===== config.mk =====
export PLATFORM = sky130hd
export DESIGN_NAME = dual_timer_event_counter
export DESIGN_NICKNAME = d
export VERILOG_FILES = /design/src/verilog/timer_pkg.sv /design/src/verilog/timer_link_if.sv /design/src/verilog/dual_timer_event_counter.sv /design/src/verilog/machine_cycle_gen.sv /design/src/verilog/count_sampler.sv
export SDC_FILE = /design/constraint.sdc
export NUM_CORES = 1
export LEC_CHECK = 0
export ABC_AREA = 1
export BUFFER_PORTS_ARGS = -buffer_cell sky130_fd_sc_hd__buf_2
export CORE_UTILIZATION = 40
export CTS_BUF_LIST = sky130_fd_sc_hd__clkbuf_16
export DETAILED_ROUTE_END_ITERATION = 8
export GPL_ROUTABILITY_DRIVEN = 0
export GPL_TIMING_DRIVEN = 0
export PLACE_DENSITY_LB_ADDON = 0.05
export SYNTH_ARGS = -nofsm -noshare
export SYNTH_HDL_FRONTEND = slang
export SYNTH_SLANG_ARGS = --single-unit

===== constraint.sdc =====
create_clock -name clk -period 2.5 [get_ports clk]
set_input_delay 0 -clock clk [delete_from_list [all_inputs] [get_ports clk]]
set_output_delay 0 -clock clk [all_outputs]
set_load 0.1 [all_outputs]

===== src/verilog/timer_pkg.sv =====
// constants, field layout and mode encoding shared by the dual timer/event counter
// Behaviour
// [RULE1] two independent 16-bit channels, each an interval timer or event counter
// [RULE2] timer function counts one per machine cycle of six oscillator periods
// [RULE3] counter function samples its count pin every machine cycle, counts falling edges
// [RULE4] count only when one sample is high and the next sample low
// [RULE5] incremented value shows in the machine cycle after the detecting one; the code shows it two clks after the sampling tick, in the same machine cycle
// [RULE6] one edge needs two machine cycles, so counting tops at one twelfth clock
// [RULE7] the count source holds each level at least one full machine cycle
// [RULE8] function-select bit picks machine clock or count pin; bits 6 and 2
// [RULE9] gate bit set: run bit and interrupt pin high both needed; bits 7 and 3
// [RULE10] channel 1 mode field sits in bits 5 and 4, upper bit 5
// [RULE11] channel 0 mode field sits in bits 1 and 0, upper bit 1
// [RULE12] four modes per channel; modes 0 to 2 alike, mode 3 differs per channel
// [RULE13] mode 0 makes low byte a 5-bit prescaler under high byte, 13 bits
// [RULE14] mode 1 cascades both bytes into a plain 16-bit counter
// [RULE15] mode register resets to zero and is written only as a whole byte
// [RULE16] rollover of a running channel sets its sticky overflow flag
// [RULE17] mode 2 reloads low byte from high; mode 3 splits channel 0, stops channel 1
`default_nettype none
package timer_pkg;
	// processor-core register addresses
	localparam logic [7:0] MODE_CTRL_ADDR = 8'h89;
	localparam logic [7:0] CH0_LOW_ADDR = 8'ha1;
	localparam logic [7:0] CH0_HIGH_ADDR = 8'ha2;
	localparam logic [7:0] CH1_LOW_ADDR = 8'ha3;
	localparam logic [7:0] CH1_HIGH_ADDR = 8'ha4;
	localparam logic [7:0] FLAG_ADDR = 8'ha5;
	// reset values
	localparam logic [7:0] MODE_CTRL_RESET = 8'h00;
	localparam logic [7:0] COUNT_RESET = 8'h00;
	// mode register field positions
	localparam int CH1_GATE_BIT = 7;
	localparam int CH1_FSEL_BIT = 6;
	localparam int CH1_MODE_HI_BIT = 5;
	localparam int CH1_MODE_LO_BIT = 4;
	localparam int CH0_GATE_BIT = 3;
	localparam int CH0_FSEL_BIT = 2;
	localparam int CH0_MODE_HI_BIT = 1;
	localparam int CH0_MODE_LO_BIT = 0;
	// timing: oscillator periods (clk cycles) per machine cycle
	localparam int OSC_PER_MACHINE_CYCLE = 6;
	localparam int CHANNELS = 2;
	// prescaler of mode 0
	localparam int PRESCALE_BITS = 5;
	localparam logic [4:0] PRESCALE_LAST = 5'h1f;
	localparam logic [7:0] BYTE_LAST = 8'hff;
	// operating modes in field order 00, 01, 10, 11
	typedef enum logic [1:0] {
		MODE_PRESCALED13,
		MODE_FULL16,
		MODE_AUTO_RELOAD8,
		MODE_SPLIT8
	} op_mode_t;
endpackage
`default_nettype wire


===== src/verilog/timer_link_if.sv =====
// carrier between machine cycle generator, pin sampler and channel core
`default_nettype none
interface timer_link_if #(
	parameter int CHANNELS = 2
);
	logic tick;
	logic [CHANNELS-1:0] count_fall;
	logic [CHANNELS-1:0] gate_level;
	modport gen (output tick);
	modport samp (input tick, output count_fall, output gate_level);
	modport core (input tick, input count_fall, input gate_level);
endinterface
`default_nettype wire


===== src/verilog/dual_timer_event_counter.sv =====
// two 16-bit timer/event counter channels with shared mode register
`default_nettype none
module dual_timer_event_counter (
	// clock and reset
	input wire logic clk,
	input wire logic srst,
	// processor core register port
	input wire logic [7:0] reg_addr,
	input wire logic [7:0] reg_wdata,
	input wire logic reg_wr,
	input wire logic reg_rd,
	output logic [7:0] reg_rdata,
	// run bits from the core
	input wire logic chan0_run,
	input wire logic chan1_run,
	// external pins
	input wire logic count_input_a,
	input wire logic count_input_b,
	input wire logic ext_irq_pin_a,
	input wire logic ext_irq_pin_b,
	// overflow flags toward the interrupt logic
	input wire logic [1:0] overflow_clear,
	output logic [1:0] overflow_flag
);
	typedef struct packed {
		logic [7:0] mode_ctrl;
		logic [7:0] low0;
		logic [7:0] high0;
		logic [7:0] low1;
		logic [7:0] high1;
		logic [1:0] ovf;
		logic [7:0] rdata;
	} state_t;

	state_t s_reg;
	state_t s_next;

	timer_link_if #(.CHANNELS(timer_pkg::CHANNELS)) lk ();

	machine_cycle_gen #(
		.OSC_PER_MC(timer_pkg::OSC_PER_MACHINE_CYCLE)
	) u_gen (
		.clk(clk),
		.srst(srst),
		.lk(lk.gen)
	);

	count_sampler #(
		.CHANNELS(timer_pkg::CHANNELS)
	) u_samp (
		.clk(clk),
		.srst(srst),
		.count_pins({count_input_b, count_input_a}),
		.gate_pins({ext_irq_pin_b, ext_irq_pin_a}),
		.lk(lk.samp)
	);

	// one count step; result is {carry out, high byte, low byte}
	function automatic logic [16:0] step(input timer_pkg::op_mode_t mode,
			input logic [7:0] high, input logic [7:0] low);
		logic [16:0] r;
		r = {1'b0, high, low};
		case (mode)
			timer_pkg::MODE_PRESCALED13: begin
				// upper three low-byte bits hold their value
				if (low[4:0] == timer_pkg::PRESCALE_LAST) begin
					r[4:0] = 5'h00; // [RULE13]
					r[15:8] = high + 8'h01;
					r[16] = (high == timer_pkg::BYTE_LAST);
				end else begin
					r[4:0] = low[4:0] + 5'h01;
				end
			end
			timer_pkg::MODE_FULL16: begin
				r = {1'b0, high, low} + 17'h00001; // [RULE14]
			end
			timer_pkg::MODE_AUTO_RELOAD8: begin
				if (low == timer_pkg::BYTE_LAST) begin
					r[7:0] = high; // [RULE17]
					r[16] = 1'b1;
				end else begin
					r[7:0] = low + 8'h01;
				end
			end
			default: begin
				// split mode: low byte alone as an 8-bit counter
				r[7:0] = low + 8'h01;
				r[16] = (low == timer_pkg::BYTE_LAST);
			end
		endcase
		return r;
	endfunction

	// run condition: gate bit adds the interrupt pin level to the run bit
	function automatic logic enabled(input logic run, input logic gate, input logic pin);
		return run & (~gate | pin);
	endfunction

	always_comb begin
		timer_pkg::op_mode_t mode0;
		timer_pkg::op_mode_t mode1;
		logic en0;
		logic en1;
		logic inc0;
		logic inc1;
		logic inc_split_high;
		logic [16:0] r0;
		logic [16:0] r1;
		logic [16:0] rh;
		mode0 = timer_pkg::op_mode_t'({s_reg.mode_ctrl[timer_pkg::CH0_MODE_HI_BIT],
			s_reg.mode_ctrl[timer_pkg::CH0_MODE_LO_BIT]}); // [RULE11]
		mode1 = timer_pkg::op_mode_t'({s_reg.mode_ctrl[timer_pkg::CH1_MODE_HI_BIT],
			s_reg.mode_ctrl[timer_pkg::CH1_MODE_LO_BIT]}); // [RULE10]
		en0 = enabled(chan0_run, s_reg.mode_ctrl[timer_pkg::CH0_GATE_BIT],
			lk.gate_level[0]); // [RULE9]
		en1 = enabled(chan1_run, s_reg.mode_ctrl[timer_pkg::CH1_GATE_BIT],
			lk.gate_level[1]); // [RULE9]
		// increment source per channel: machine tick or detected falling edge
		inc0 = en0 & (s_reg.mode_ctrl[timer_pkg::CH0_FSEL_BIT] ?
			lk.count_fall[0] : lk.tick); // [RULE8] [RULE1]
		// channel 1 holds still in mode 3
		inc1 = en1 & (mode1 != timer_pkg::MODE_SPLIT8) &
			(s_reg.mode_ctrl[timer_pkg::CH1_FSEL_BIT] ?
			lk.count_fall[1] : lk.tick); // [RULE8] [RULE12] [RULE17]
		// split channel 0 high byte times machine cycles under channel 1's run bit
		inc_split_high = (mode0 == timer_pkg::MODE_SPLIT8) & chan1_run & lk.tick; // [RULE17]
		r0 = step(mode0, s_reg.high0, s_reg.low0);
		r1 = step(mode1, s_reg.high1, s_reg.low1);
		rh = step(timer_pkg::MODE_SPLIT8, 8'h00, s_reg.high0);

		s_next = s_reg;
		// clears first so that a same-cycle rollover still leaves the flag set
		s_next.ovf = s_reg.ovf & ~overflow_clear;

		// channel 0 counting; edge pulse lands one clk after the sampling tick
		if (inc0) begin
			s_next.low0 = r0[7:0]; // [RULE5] [RULE2]
			if (mode0 != timer_pkg::MODE_SPLIT8) begin
				s_next.high0 = r0[15:8];
			end
			if (r0[16]) begin
				s_next.ovf[0] = 1'b1; // [RULE16]
			end
		end
		if (inc_split_high) begin
			s_next.high0 = rh[7:0];
			if (rh[16]) begin
				s_next.ovf[1] = 1'b1; // [RULE16]
			end
		end

		// channel 1 counting
		if (inc1) begin
			s_next.low1 = r1[7:0]; // [RULE5]
			s_next.high1 = r1[15:8];
			if (r1[16]) begin
				s_next.ovf[1] = 1'b1; // [RULE16]
			end
		end

		// core writes are whole bytes and override a same-cycle count
		if (reg_wr) begin
			case (reg_addr)
				timer_pkg::MODE_CTRL_ADDR: s_next.mode_ctrl = reg_wdata; // [RULE15]
				timer_pkg::CH0_LOW_ADDR: s_next.low0 = reg_wdata;
				timer_pkg::CH0_HIGH_ADDR: s_next.high0 = reg_wdata;
				timer_pkg::CH1_LOW_ADDR: s_next.low1 = reg_wdata;
				timer_pkg::CH1_HIGH_ADDR: s_next.high1 = reg_wdata;
				default: begin
				end
			endcase
		end

		// read data is registered; unmapped addresses read zero
		if (reg_rd) begin
			case (reg_addr)
				timer_pkg::MODE_CTRL_ADDR: s_next.rdata = s_reg.mode_ctrl;
				timer_pkg::CH0_LOW_ADDR: s_next.rdata = s_reg.low0;
				timer_pkg::CH0_HIGH_ADDR: s_next.rdata = s_reg.high0;
				timer_pkg::CH1_LOW_ADDR: s_next.rdata = s_reg.low1;
				timer_pkg::CH1_HIGH_ADDR: s_next.rdata = s_reg.high1;
				timer_pkg::FLAG_ADDR: s_next.rdata = {6'h00, s_reg.ovf};
				default: s_next.rdata = 8'h00;
			endcase
		end

		if (srst) begin
			s_next.mode_ctrl = timer_pkg::MODE_CTRL_RESET; // [RULE15]
			s_next.low0 = timer_pkg::COUNT_RESET;
			s_next.high0 = timer_pkg::COUNT_RESET;
			s_next.low1 = timer_pkg::COUNT_RESET;
			s_next.high1 = timer_pkg::COUNT_RESET;
			s_next.ovf = 2'h0;
			s_next.rdata = 8'h00;
		end
	end

	always_ff @(posedge clk) begin
		s_reg <= s_next;
	end

	assign reg_rdata = s_reg.rdata;
	assign overflow_flag = s_reg.ovf;
endmodule
`default_nettype wire


===== src/verilog/machine_cycle_gen.sv =====
// machine cycle tick: one clk pulse every OSC_PER_MC oscillator periods
`default_nettype none
module machine_cycle_gen #(
	parameter int OSC_PER_MC = timer_pkg::OSC_PER_MACHINE_CYCLE
) (
	// clock and reset
	input wire logic clk,
	input wire logic srst,
	// tick out
	timer_link_if.gen lk
);
	localparam logic [7:0] LAST = 8'(OSC_PER_MC - 1);

	if (OSC_PER_MC < 1 || OSC_PER_MC > 256) begin : g_chk
		$error("machine cycle length out of range");
	end

	typedef struct packed {
		logic [7:0] phase;
		logic tick;
	} state_t;

	state_t s_reg;
	state_t s_next;

	// free-running divider; tick is high during phase 0, the first oscillator period of each machine cycle
	always_comb begin
		s_next = s_reg;
		s_next.tick = 1'b0;
		if (s_reg.phase == LAST) begin
			s_next.phase = 8'h00;
			s_next.tick = 1'b1; // [RULE2]
		end else begin
			s_next.phase = s_reg.phase + 8'h01;
		end
		if (srst) begin
			s_next = '0;
		end
	end

	always_ff @(posedge clk) begin
		s_reg <= s_next;
	end

	assign lk.tick = s_reg.tick;
endmodule
`default_nettype wire


===== src/verilog/count_sampler.sv =====
// pin synchronisers, machine-cycle sampling and falling-edge detection of count pins
`default_nettype none
module count_sampler #(
	parameter int CHANNELS = timer_pkg::CHANNELS
) (
	// clock and reset
	input wire logic clk,
	input wire logic srst,
	// asynchronous pins
	input wire logic [CHANNELS-1:0] count_pins,
	input wire logic [CHANNELS-1:0] gate_pins,
	// results toward the core
	timer_link_if.samp lk
);
	if (CHANNELS < 1) begin : g_chk
		$error("at least one channel needed");
	end

	typedef struct packed {
		logic [CHANNELS-1:0] cnt_meta;
		logic [CHANNELS-1:0] cnt_sync;
		logic [CHANNELS-1:0] gate_meta;
		logic [CHANNELS-1:0] gate_sync;
		logic [CHANNELS-1:0] sample;
		logic [CHANNELS-1:0] fall;
	} state_t;

	state_t s_reg;
	state_t s_next;

	// the first flops feed only the second; sampling looks at the settled copy
	always_comb begin
		s_next = s_reg;
		s_next.cnt_meta = count_pins;
		s_next.cnt_sync = s_reg.cnt_meta;
		s_next.gate_meta = gate_pins;
		s_next.gate_sync = s_reg.gate_meta;
		s_next.fall = '0;
		if (lk.tick) begin
			s_next.sample = s_reg.cnt_sync; // [RULE3]
			// high last machine cycle, low now; pulses can slip if shorter than a cycle
			s_next.fall = s_reg.sample & ~s_reg.cnt_sync; // [RULE4] [RULE6] [RULE7]
		end
		if (srst) begin
			s_next = '0;
		end
	end

	always_ff @(posedge clk) begin
		s_reg <= s_next;
	end

	assign lk.count_fall = s_reg.fall;
	assign lk.gate_level = s_reg.gate_sync;
endmodule
`default_nettype wire


==> metrics.md <==
| Metric | Value |
|---|---|
| Most frequent cells in the layout | sky130_fd_sc_hd__nand2_1, sky130_fd_sc_hd__inv_1, sky130_fd_sc_hd__o21ai_0, sky130_fd_sc_hd__a21oi_1, sky130_fd_sc_hd__nor2_1 |
| Area added between synthesis and finish | 14.8% |
| Fraction of the mapped netlist area in simple logic gates | 0.326 |
| Endpoint arrival time on the critical path | 2.44 ns |
| Final Max Slew Viols | 0 |
| Met3 global-route usage | 0.0430 |
| Port-buffer cells | 37 |
| Seq. cell area | 1420 um^2 |
| DP Wirelength | 12700 um |
| Time the final worst path needs with I/O delays and setup | 2.17 ns |
| Cell depth of the worst flop-to-flop path | 12 |
| Fraction of final layout cells sized beyond drive strength 1 | 0.105 |
| Per-cell via count in the routed design | 5.62 |
| Area taken by multi-input logic gates | 2820 um^2 |
| Synth unique cells | 33 |
| Setup Slack @ Placement | 0.115 ns |
| Total iterations of the first detailed-routing run | 8 |
| Status | complete, but fails checks |
| Unrepaired setup endpoints after global routing | no |
| Area enclosed by the die boundary | 12400 um^2 |
| Synthesized cell area | 4800 um^2 |
| Peak supply drop | 0.423 mV |
| Share of synthesized area spent on multiplexers | 0 |
| Initial Util | 0.415 |
| Syn_nets | 826 |
| Flip-flop count of the largest register, all copies and words added | 40 |
| Die Span Y | 112 um |
| Hold Path End | s_reg[38] |
| Reg-to-reg critical path endpoint | s_reg[31] |
| CTS Buf Count | 9 |
| Clock-pin slew on the worst setup and hold paths | 0.06 ns |
| Number of setup violations in the final report | 0 |
| Share of flip-flops with an asynchronous set or reset | 0 |
| Cell type with the highest occurrence count on the critical path | sky130_fd_sc_hd__nand2_1 |
| Die span in x | 112 um |
| Drt first-iter violations | 670 |
| Most common cell after layout, fill and taps aside | sky130_fd_sc_hd__nand2_1 |
| Worst-path maximum fanout | 9 |
| Category of the worst setup path capture point | flip-flop |
| Longest Clk Path Bufs | 2 |
| Post-layout worst setup margin | 0.332 ns |
| Power density over cell area | 456 nW/um^2 |
| Final critical-path share of the clock period | 0.867 |
| Synthesis Warnings | 0 |
| Final ANT Viol Nets | 0 |
| Rel. slew slack | 0.520 |
| Largest stage delay on the critical path | 0.50 ns |
| Root buffer cell | sky130_fd_sc_hd__clkbuf_16 |
| Number of clock sinks | 71 |
| Wire length of the first global-routing pass | 26400 um |
| Congestion Overflow GR | 0 |
| Register area share after synthesis | 0.296 |
| Source-to-sink clock delay at the later pin of the worst-skew pair | 0.34 ns |
| Synth Area in Compound Gates | 0.227 |
| Worst Path Required | 2.77 ns |
| Hold violation total from the final report | 0 |
| Source of the worst register-to-register timing path | s_reg[34] |
| Mapped Avg Cell Area | 6.08 um^2 |
| Detailed Route WL | 16700 um |
| Grt met2 use | 0.418 |
| Ports | 38 |
| HP Start | reg_wdata[4] |
| Share of synthesized cell area in full adder, half adder and majority cells | 0.0235 |
| Count of maximum capacitance violations | 0 |
| Total via count in the routed design | 5569 |
| Pin count of the biggest net entering global routing | 14 |
| Total of fill cells in the finished design | 1241 |
| Crit-path cells | ha_1, nand2_1, nor2_2, ha_2, inv_1, a21oi_1, o21ai_0, nand2_1, nand2_1, nand2_1, nand2_1, a21oi_1 |
| Number of storage elements in the synthesis netlist | 71 |
| GRT busiest layer | met2 |
| Initial antenna violation count | 0 |
| Row Count | 39 |
| Violations in the final reports | DRC |
| Worst hold path class | primary input to flip-flop |
| Min-Delay Path Depth | 3 |
| Leakage | 2.29 nW |
| Highest clock frequency the design can meet | 0.461 GHz |
| Number of enable-type register cells in the synthesized netlist | 0 |
| TritonCTS clock tree | built |
| Transition time of the tightest slew-check pin | 0.720 ns |
| Total negative slack | 0 ns |
| Final worst clock skew | 0.00625 ns |
| Drt wl/cell | 16.8 um |
| Global-route total usage across every layer | 0.276 |
| Number of instances in the synthesized netlist | 789 |
| Startpoint type of the worst setup path | flip-flop |
| Most used flip-flop cell after synthesis | sky130_fd_sc_hd__dfxtp_1 |
| Number of levels in the clock H-tree | 3 |
| R2r setup slk | 0.33 ns |
| Vias in the first global route | 4901 |
| Parity-gate share of the synthesized area counting xor and xnor cells | 0.0109 |
| Main combinational cell family by area after synthesis | simple AND/OR/NAND/NOR gates |
| Met1 track demand over resource | 0.406 |
| Standard cell with the maximum stage delay on the critical path | sky130_fd_sc_hd__dfxtp_1 |
| DR DRC count | 2 |
| N_diodes | 0 |
| Number of nets in the layout | 880 |
| Worst setup path category | flip-flop to flip-flop |
| Standard cell core area | 11600 um^2 |
cells by family (layout without fill, tap and decap cells):
group | count (synthesis) | in the layout
AND/OR/NAND/NOR | 360 | 360
AO/OA/AOI/OAI | 207 | 207
buffers and inverters | 136 | 195
flip-flops | 71 | 71
adder cells (fa/ha/maj) | 9 | 9
XOR/XNOR | 6 | 6
where the power goes:
part           switching (mW)  total, mW  internal (mW)
Sequential             0.0102       1.16           1.15
Combinational           0.113      0.164         0.0511
Clock                   0.520       1.19          0.672
repair_timing:
item,CTS,global route
endpoints found under the hold margin,7,0
hold buffers,7,0
resized for setup,0,1
buffers inserted,0,0
endpoints found under the setup margin,0,5
critical path, delay by kind of cell, from the launching register on:
family / cells / cell delay [ns]
AOI/OAI and AO/OA: 3 / 0.36
and+or+nand+nor: 6 / 0.49
adders and majority gates: 2 / 0.60
DFF: 1 / 0.50
buffers and inverters: 1 / 0.15
metal layers:
| layer | up-vias | routed length (um) |
|---|---|---|
| li1 | 2719 | - |
| met5 | - | 0 |
| met1 | 2552 | 7780 |
| met4 | 0 | 242 |
| met3 | 25 | 1450 |
| met2 | 273 | 7210 |
worst max-delay path by stage:
| stage | cells after the start | start | end |
|---|---|---|---|
| floorplan | 13 | s_reg[34] | s_reg[31] |
| global placement | 13 | s_reg[34] | s_reg[31] |
| detailed placement | 13 | s_reg[34] | s_reg[31] |
| CTS | 13 | s_reg[34] | s_reg[31] |
| global route | 12 | s_reg[34] | s_reg[33] |
| finish | 12 | s_reg[34] | s_reg[31] |
cells in the mapped netlist (4+ instances only):
cell | instances | share of area
sky130_fd_sc_hd__nand3_1 | 61 | 0.064
sky130_fd_sc_hd__buf_2 | 6 | 0.0063
sky130_fd_sc_hd__nor2_2 | 6 | 0.0078
sky130_fd_sc_hd__o22ai_1 | 9 | 0.012
sky130_fd_sc_hd__nor2_1 | 73 | 0.057
sky130_fd_sc_hd__inv_2 | 4 | 0.0031
sky130_fd_sc_hd__o211ai_1 | 10 | 0.016
sky130_fd_sc_hd__a21oi_1 | 81 | 0.084
sky130_fd_sc_hd__xor2_1 | 5 | 0.0091
sky130_fd_sc_hd__ha_1 | 9 | 0.023
sky130_fd_sc_hd__nand4_1 | 9 | 0.012
sky130_fd_sc_hd__inv_1 | 102 | 0.080
sky130_fd_sc_hd__nor3_1 | 11 | 0.011
sky130_fd_sc_hd__nand2_1 | 185 | 0.14
sky130_fd_sc_hd__buf_4 | 11 | 0.017
sky130_fd_sc_hd__o21ai_0 | 97 | 0.10
sky130_fd_sc_hd__a31oi_1 | 6 | 0.0078
sky130_fd_sc_hd__nor4_1 | 6 | 0.0078
sky130_fd_sc_hd__dfxtp_1 | 71 | 0.30
sky130_fd_sc_hd__clkbuf_1 | 10 | 0.0078
per-stage QoR:
stage               hold WS (ns)  utilization  power (mW)  instance area (um^2)  instances
finish                    0.0608        0.476        2.51                  5510        991
detailed placement         0.209        0.447        1.34                  5160        969
global route              0.0784        0.476        2.59                  5510        991
CTS                       0.0543        0.476        2.53                  5510        992
global placement           0.201        0.447        1.33                  5160        969
floorplan                  0.107            -        1.26                  4800        789
layout make-up:
type	count	share of cell area
Sequential cell	71	0.258
Clock buffer	9	0.0409
Inverter	108	0.0736
Buffer	27	0.0275
Clock inverter	7	0.00909
Timing Repair Buffer	44	0.0463
Multi-Input combinational cell	582	0.512
Tap cell	143	0.0325
No activity file was read; power rests on OpenSTA's default activity.
